## src/design/tce_pkg.sv

```systemverilog
package tce_pkg;
    localparam int NumChan = 3;
    localparam int RegW = 16;
    localparam int AddrW = 4;
    // Register indices
    localparam logic [AddrW-1:0] AddrCtl0 = 4'h0;
    localparam logic [AddrW-1:0] AddrCtl1 = 4'h1;
    localparam logic [AddrW-1:0] AddrCtl2 = 4'h2;
    localparam logic [AddrW-1:0] AddrStat = 4'h3;
    localparam logic [AddrW-1:0] AddrIrqStat = 4'h4;
    localparam logic [AddrW-1:0] AddrIrqMask = 4'h5;
    // Control register fields
    localparam int BitEnable = 15;
    localparam int BitPinDrive = 14;
    localparam int BitInvert = 13;
    localparam int BitEvent = 9;
    localparam int BitResult = 8;
    localparam int BitEdgeHi = 7;
    localparam int BitEdgeLo = 6;
    localparam int BitPlusSel = 4;
    localparam int BitMinusHi = 1;
    localparam int BitMinusLo = 0;
    // Status register fields
    localparam int BitIdleSup = 15;
    localparam int BitEvtMirror = 8;
    localparam int BitResMirror = 0;
    // Edge select codes
    localparam logic [1:0] EdgeOff = 2'h0;
    localparam logic [1:0] EdgeRise = 2'h1;
    localparam logic [1:0] EdgeFall = 2'h2;
    localparam logic [1:0] EdgeAny = 2'h3;
    localparam logic [RegW-1:0] RegZero = 16'h0000;
    localparam logic [2:0] ChanZero = 3'h0;
    typedef struct packed {
        logic [1:0] edgeSel;
        logic plusSel;
        logic [1:0] minusSel;
        logic enable;
        logic pinDrive;
        logic invert;
        logic eventLatched;
    } tce_chan_type;
endpackage : tce_pkg

```

## src/design/tce_sync_if.sv

```systemverilog
`timescale 1ns/1ps
`default_nettype none
// Carries raw and synchronised comparator results
interface tce_sync_if;
    logic [2:0] raw;
    logic [2:0] synced;
    modport producer (input raw, output synced);
    modport consumer (output raw, input synced);
endinterface : tce_sync_if
`default_nettype wire

```

## src/design/tce_sync.sv

```systemverilog
`timescale 1ns/1ps
`default_nettype none
// Two-stage synchroniser for the analog results
module tce_sync (
    input wire logic clk_sys,
    input wire logic sys_rst,
    tce_sync_if.producer sy
);
    import tce_pkg::*;
    typedef struct packed {
        logic [2:0] stage1;
        logic [2:0] stage2;
    } tce_sync_st_type;
    tce_sync_st_type st_r;
    tce_sync_st_type st_nxt;
    // Next state
    always_comb
    begin
        st_nxt.stage1 = sy.raw;
        st_nxt.stage2 = st_r.stage1;
    end
    // Registers
    always_ff @(posedge clk_sys or posedge sys_rst)
    begin
        if (sys_rst)
        begin
            st_r <= '0;
        end
        else
        begin
            st_r <= st_nxt;
        end
    end
    assign sy.synced = st_r.stage2;
endmodule : tce_sync
`default_nettype wire

```

## src/design/tce_comparator.sv

```systemverilog
// Design decisions made here: the plain strobed port and the address map.
`timescale 1ns/1ps
`default_nettype none
module tce_comparator (
    input wire logic clk_sys,
    input wire logic sys_rst,
    input wire logic [tce_pkg::AddrW-1:0] regAddr,
    input wire logic [tce_pkg::RegW-1:0] regWdata,
    input wire logic regWrite,
    input wire logic regRead,
    output logic [tce_pkg::RegW-1:0] regRdata,
    input wire logic [2:0] analogResult,
    input wire logic idleMode,
    output logic [2:0] comparatorEnable,
    output logic [2:0] plusInputSelect,
    output logic [5:0] minusInputSelect,
    output logic [2:0] resultPinOut,
    output logic [2:0] resultPinOeN,
    output logic [2:0] eventTrigger,
    output logic irq
);
    import tce_pkg::*;

    // ----------------------------------------
    // State
    // ----------------------------------------
    typedef struct packed {
        tce_chan_type [NumChan-1:0] chan;
        logic idleSup;
        logic [2:0] prevOut;
        logic [2:0] trig;
        logic [2:0] irqStat;
        logic [2:0] irqMask;
        logic [RegW-1:0] rdata;
    } tce_state_type;

    tce_state_type st_r;
    tce_state_type st_nxt;
    logic [2:0] syncRes;
    logic [2:0] resultBit;
    logic [2:0] evtHit;
    logic [2:0] rawRes;

    tce_sync_if syIf ();
    assign syIf.raw = analogResult;
    assign syncRes = syIf.synced;

    // Synchroniser for analog results
    tce_sync u_sync (
        .clk_sys(clk_sys),
        .sys_rst(sys_rst),
        .sy(syIf.producer)
    );

    // ----------------------------------------
    // Helpers
    // ----------------------------------------
    // Build the readable control word of one channel
    function automatic logic [RegW-1:0] ctlWord(input tce_chan_type c, input logic res);
        logic [RegW-1:0] w;
        w = RegZero;
        w[BitEnable] = c.enable;
        w[BitPinDrive] = c.pinDrive;
        w[BitInvert] = c.invert;
        w[BitEvent] = c.eventLatched;
        w[BitResult] = res;
        w[BitEdgeHi:BitEdgeLo] = c.edgeSel;
        w[BitPlusSel] = c.plusSel;
        w[BitMinusHi:BitMinusLo] = c.minusSel;
        return w;
    endfunction : ctlWord

    // Decode an edge select against raw result edges, taken before inversion
    function automatic logic edgeMatch(input logic [1:0] sel, input logic prev, input logic cur);
        logic hit;
        case (sel)
            EdgeAny: hit = prev != cur;
            EdgeFall: hit = prev & ~cur;
            EdgeRise: hit = ~prev & cur;
            default: hit = 1'b0;
        endcase
        return hit;
    endfunction : edgeMatch

    // ----------------------------------------
    // Per channel result and event detect
    // ----------------------------------------
    genvar gi;
    generate
        for (gi = 0; gi < NumChan; gi++)
        begin : g_chan
            // Inverted result; a disabled comparator reads low before inversion
            assign resultBit[gi] = (syncRes[gi] & st_r.chan[gi].enable) ^ st_r.chan[gi].invert;
            // Level before inversion, so a polarity write alone is no edge
            assign rawRes[gi] = resultBit[gi] ^ st_r.chan[gi].invert;
            // Raw edges; inversion swaps the edge direction seen on the result
            assign evtHit[gi] = st_r.chan[gi].enable & ~st_r.chan[gi].eventLatched
                & edgeMatch(st_r.chan[gi].edgeSel, st_r.prevOut[gi], rawRes[gi]);
            // Raw pin output, not synchronised
            assign resultPinOut[gi] = (analogResult[gi] & st_r.chan[gi].enable) ^ st_r.chan[gi].invert;
            assign resultPinOeN[gi] = ~(st_r.chan[gi].enable & st_r.chan[gi].pinDrive);
            assign comparatorEnable[gi] = st_r.chan[gi].enable;
            assign plusInputSelect[gi] = st_r.chan[gi].plusSel;
            assign minusInputSelect[2*gi+1 -: 2] = st_r.chan[gi].minusSel;
        end
    endgenerate

    // ----------------------------------------
    // Next state
    // ----------------------------------------
    // Register writes, event latching and read data
    always_comb
    begin
        st_nxt = st_r;
        st_nxt.trig = ChanZero;
        st_nxt.rdata = RegZero;
        for (int i = 0; i < NumChan; i++)
        begin
            st_nxt.prevOut[i] = rawRes[i];
            if (regWrite && regAddr == AddrCtl0 + AddrW'(i))
            begin
                st_nxt.chan[i].enable = regWdata[BitEnable];
                st_nxt.chan[i].pinDrive = regWdata[BitPinDrive];
                st_nxt.chan[i].invert = regWdata[BitInvert];
                st_nxt.chan[i].eventLatched = regWdata[BitEvent];
                st_nxt.chan[i].edgeSel = regWdata[BitEdgeHi:BitEdgeLo];
                st_nxt.chan[i].plusSel = regWdata[BitPlusSel];
                st_nxt.chan[i].minusSel = regWdata[BitMinusHi:BitMinusLo];
            end
            // Hardware set wins over a software clear
            if (evtHit[i])
            begin
                st_nxt.chan[i].eventLatched = 1'b1;
                st_nxt.trig[i] = 1'b1;
                if (!(st_r.idleSup && idleMode))
                begin
                    st_nxt.irqStat[i] = 1'b1;
                end
            end
        end
        if (regWrite && regAddr == AddrStat)
        begin
            st_nxt.idleSup = regWdata[BitIdleSup];
        end
        if (regWrite && regAddr == AddrIrqMask)
        begin
            st_nxt.irqMask = regWdata[NumChan-1:0];
        end
        if (regRead)
        begin
            case (regAddr)
                AddrCtl0: st_nxt.rdata = ctlWord(st_r.chan[0], resultBit[0]);
                AddrCtl1: st_nxt.rdata = ctlWord(st_r.chan[1], resultBit[1]);
                AddrCtl2: st_nxt.rdata = ctlWord(st_r.chan[2], resultBit[2]);
                AddrStat:
                begin
                    st_nxt.rdata[BitIdleSup] = st_r.idleSup;
                    st_nxt.rdata[BitEvtMirror +: 3] = {st_r.chan[2].eventLatched,
                        st_r.chan[1].eventLatched, st_r.chan[0].eventLatched};
                    st_nxt.rdata[BitResMirror +: 3] = resultBit;
                end
                AddrIrqStat:
                begin
                    st_nxt.rdata[NumChan-1:0] = st_r.irqStat;
                    // Read clears, except bits set this cycle
                    for (int j = 0; j < NumChan; j++)
                    begin
                        st_nxt.irqStat[j] = evtHit[j] & ~(st_r.idleSup & idleMode);
                    end
                end
                AddrIrqMask: st_nxt.rdata[NumChan-1:0] = st_r.irqMask;
                default: st_nxt.rdata = RegZero;
            endcase
        end
    end

    // ----------------------------------------
    // Registers
    // ----------------------------------------
    // State register, all zero at reset
    always_ff @(posedge clk_sys or posedge sys_rst)
    begin
        if (sys_rst)
        begin
            st_r <= '0;
        end
        else
        begin
            st_r <= st_nxt;
        end
    end

    // Outputs
    assign regRdata = st_r.rdata;
    assign eventTrigger = st_r.trig;
    assign irq = |(st_r.irqStat & st_r.irqMask);
endmodule : tce_comparator
`default_nettype wire

```

## config.mk

```make
export PLATFORM = sky130hd
export DESIGN_NAME = tce_comparator
export DESIGN_NICKNAME = d
export VERILOG_FILES = /design/src/design/tce_pkg.sv /design/src/design/tce_sync_if.sv /design/src/design/tce_sync.sv /design/src/design/tce_comparator.sv
export SDC_FILE = /design/constraint.sdc
export NUM_CORES = 1
export LEC_CHECK = 0
export ABC_AREA = 1
export BUFFER_PORTS_ARGS = -buffer_cell sky130_fd_sc_hd__buf_2
export CORE_MARGIN = 1.5
export CORE_UTILIZATION = 54
export CTS_CLUSTER_SIZE = 14
export DETAILED_ROUTE_END_ITERATION = 7
export GPL_TIMING_DRIVEN = 0
export PLACE_DENSITY_LB_ADDON = 0.05
export SLEW_MARGIN = 0
export SYNTH_ARGS = -nofsm -noshare
export SYNTH_HDL_FRONTEND = slang
export SYNTH_SLANG_ARGS = --single-unit
```

## constraint.sdc

```tcl
create_clock -name clk_sys -period 2.2 [get_ports clk_sys]
set_clock_uncertainty 0.05 [all_clocks]
set_input_delay 0.44 -clock clk_sys [delete_from_list [all_inputs] [get_ports clk_sys]]
set_output_delay 0.44 -clock clk_sys [all_outputs]
set_load 0.03 [all_outputs]
```

==> impl_results.md <==
* Outcome: finished, final reports clean
* TritonCTS clock tree: built
* Postcts setup bufs at 0
* Fin crit share at 0.7926
* CP Class: register to primary output
* Reg2reg end: st_r[19]
* H-tree levels at 3
* Share of layout cells above drive strength 1 at 0.3261
* Total leakage power at 0.001942 µW
* DR DRC count at 0
* Vias in the first global route at 2312
* Routed len/inst at 13.20 µm
* Cts-stage hold buffer count at 0
* First-pass GRT wire length at around 11000 µm
* Num ports at 66
* Most frequent cells in the layout: nand2_1, dfrtp_1, buf_2
* HPWL after DPL at 4915 µm
* TritonCTS Buffers at 9
* Final setup viols at 0
* Worst Path Required at approximately 1.7 ns
* Min Hold Slack at roughly 0.087 ns
* Flop2flop setup slack at 0.59 ns
* Total power at approximately 3200 µW
* CTS resizes at 0
* WP buf/inv at 1
* Syn. warnings at 0
* Vias at about 2.4k
* Fill cell count at approximately 470
* Maxcap violations at 0
* Max Root-Sink Buffers at 2
* Gr ovfl total at 0
* Drt first pass iters at 5
* Worst-Margin Slew at between 0.5 and 0.6 ns
* Rows at 26
* R2R cell count at 8
* CTS Sinks at 58
* Slowest CP cell: dfrtp_1
* Ant. Diodes at 0
* Hold Path Class: primary input to async pin
* Layout Area Growth over Synthesis at 19.43%
* Top post-synthesis cells by area: dfrtp_1, nand2_1, buf_4, nand3_1, inv_1
* PortBufs at 54
* Synth area leader: dfrtp_1
* Synth Cell Area at 2975 µm²
* Commonest non-fill, non-tap cell in the layout: nand2_1
* GRT Resource Usage Total at 0.2464
* Largest net degree at the start of global routing at 37
* Initial Utilization at 0.5716
* CP startpoint kind: register
* Vias per cell at around 4.9
* Core Footprint at 5205 µm²
* Synth top area share at 0.4878
* Reg2reg start: comparatorEnable[0]
* Initial antenna violation count at 0
* 1st-iter DRT viols at between 200 and 250
* Die area at 5964 µm²
* CP endpoint kind: primary output
* Distinct cells, synth at 26
* Area of the multi-input gates at roughly 1100 µm²
* Pwr/cell area at about 890 nW/µm²
* Worst EP arrival at 1.25 ns
* Root buffer cell: clkbuf_8
* Crit path max fanout at 7
* Largest delay contributor family on the critical path: flip-flops
* Pins Over Slew Limit at 0
* Nets at 447
* Crit-path max cell delay at approximately 0.49 ns
* Clock slew at reported path FFs at about 0.060 ns
* Die Width at just under 80 µm
* Clock Latency Late Sink at between 0.3 and 0.4 ns
* FMAX at between 500 and 600 MHz
* Post-Synthesis Cells at between 300 and 400
* Final WL at between 6000 and 7000 µm
* Final antenna-violating net count at 0
* Count of final hold-check violations at 0
* FF+latch area at 1451 µm²
* Min Tclk post-route at 1.744 ns
* RSZ-0062 raised after global routing: no
* Sequential-to-total area share from yosys stat at 0.4878
* Worst slew margin at 0.6481
* Seq cells post-synth at 58
* Die height at 77.23 µm
* Critical Path, Cell by Cell: nand2_1 > xor2_1 > buf_2
* VDD IR-drop max at roughly 0.52 mV
* Post-Syn Area per Cell at slightly below 9 µm²
* RePlAce Congestion at approximately 0.86
-- metrics by stage --
step                area, µm²  setup TNS [ns]  instances  utilization  worst slack [ns]
global placement         3344          -24.04        471       0.6425           -0.4172
finish                   3553               0        487       0.6827            0.4562
CTS                      3553               0        487       0.6827            0.4456
detailed placement       3364               0        472       0.6464            0.4715
floorplan                2987               0        347            -            0.2820
global route             3553               0        487       0.6827            0.3817
-- sequential cells by signal (all words and copies together) (netlist names) --
register	count
u_sync.sy.synced	3
st_r	25
eventTrigger	3
regRdata	12
minusInputSelect	6
comparatorEnable	3
u_sync.st_nxt	3
plusInputSelect	3
-- how the worst max path moves through the flow --
| stage | from | endpoint | cells after the start | slack, ns |
|---|---|---|---|---|
| after floorplan | sys_rst | comparatorEnable[0] | 1 | 0.28 |
| after global placement | sys_rst | minusInputSelect[0] | 2 | -0.42 |
| after detailed placement | regAddr[2] | st_r[49] | 8 | 0.47 |
| after CTS | comparatorEnable[2] | resultPinOut[2] | 3 | 0.45 |
| after global routing | comparatorEnable[1] | resultPinOut[1] | 3 | 0.38 |
| final | comparatorEnable[2] | resultPinOut[2] | 3 | 0.46 |
-- Yosys cell counts (all sizes together) --
library cell and instances:
nand2 96, dfrtp 58, inv 39, buf 35
o21ai 34, nand3 29, nor2 25, ha 6
o211ai 5, a21oi 4, or2 3, xor2 3
a31oi 2, clkinv 1, conb 1, nand3b 1
nor3 1, o221ai 1
-- final cells by class --
| class | instances | share of cell area |
|---|---|---|
| Multi-Input combinational cell | 214 | 0.3109 |
| Timing Repair Buffer | 55 | 0.08169 |
| Clock inverter | 2 | 0.002817 |
| Clock buffer | 13 | 0.05035 |
| Sequential cell | 58 | 0.4084 |
| Buffer | 35 | 0.07817 |
| Tap cell | 70 | 0.02465 |
| Inverter | 40 | 0.04296 |
-- per-layer routing --
metal  GRT usage  vias up  wire length (µm)
met5           0        -                 0
met4     0.07091        0                63
met3     0.06905        6               359
met2      0.3851       68              3060
met1      0.3349     1100              2946
li1            -     1200                 -
-- worst register-to-register path: cells and delay by family, from the launching register on --
| kind | cells | cell delay [ns] |
|---|---|---|
| compound gates | 1 | 0.09 |
| fa+ha+maj | 1 | 0.27 |
| buf+inv | 1 | 0.07 |
| flops | 1 | 0.45 |
| simple gates | 5 | 0.60 |
-- report_power, final --
part	switching, µW	internal, µW	total (µW)	leakage (µW)
combinational	513	314	828	0.00110
sequential	177	1250	1430	0.000745
clock	393	521	914	0.000101
total	1080	2090	3170	0.00194
-- kinds of logic (layout without fill, tap and decap cells) --
family | after synthesis | count (layout) | share of synthesized area
other | 1 | 4 | 0.001260
AOI/OAI and AO/OA | 46 | 46 | 0.1026
xor gates and xnor gates | 3 | 3 | 0.008833
DFF | 58 | 58 | 0.4878
and+or+nand+nor | 155 | 155 | 0.2296
buffers and inverters | 75 | 145 | 0.1447
adders and majority gates | 6 | 6 | 0.02523
No activity file was read; power rests on OpenSTA's default activity.
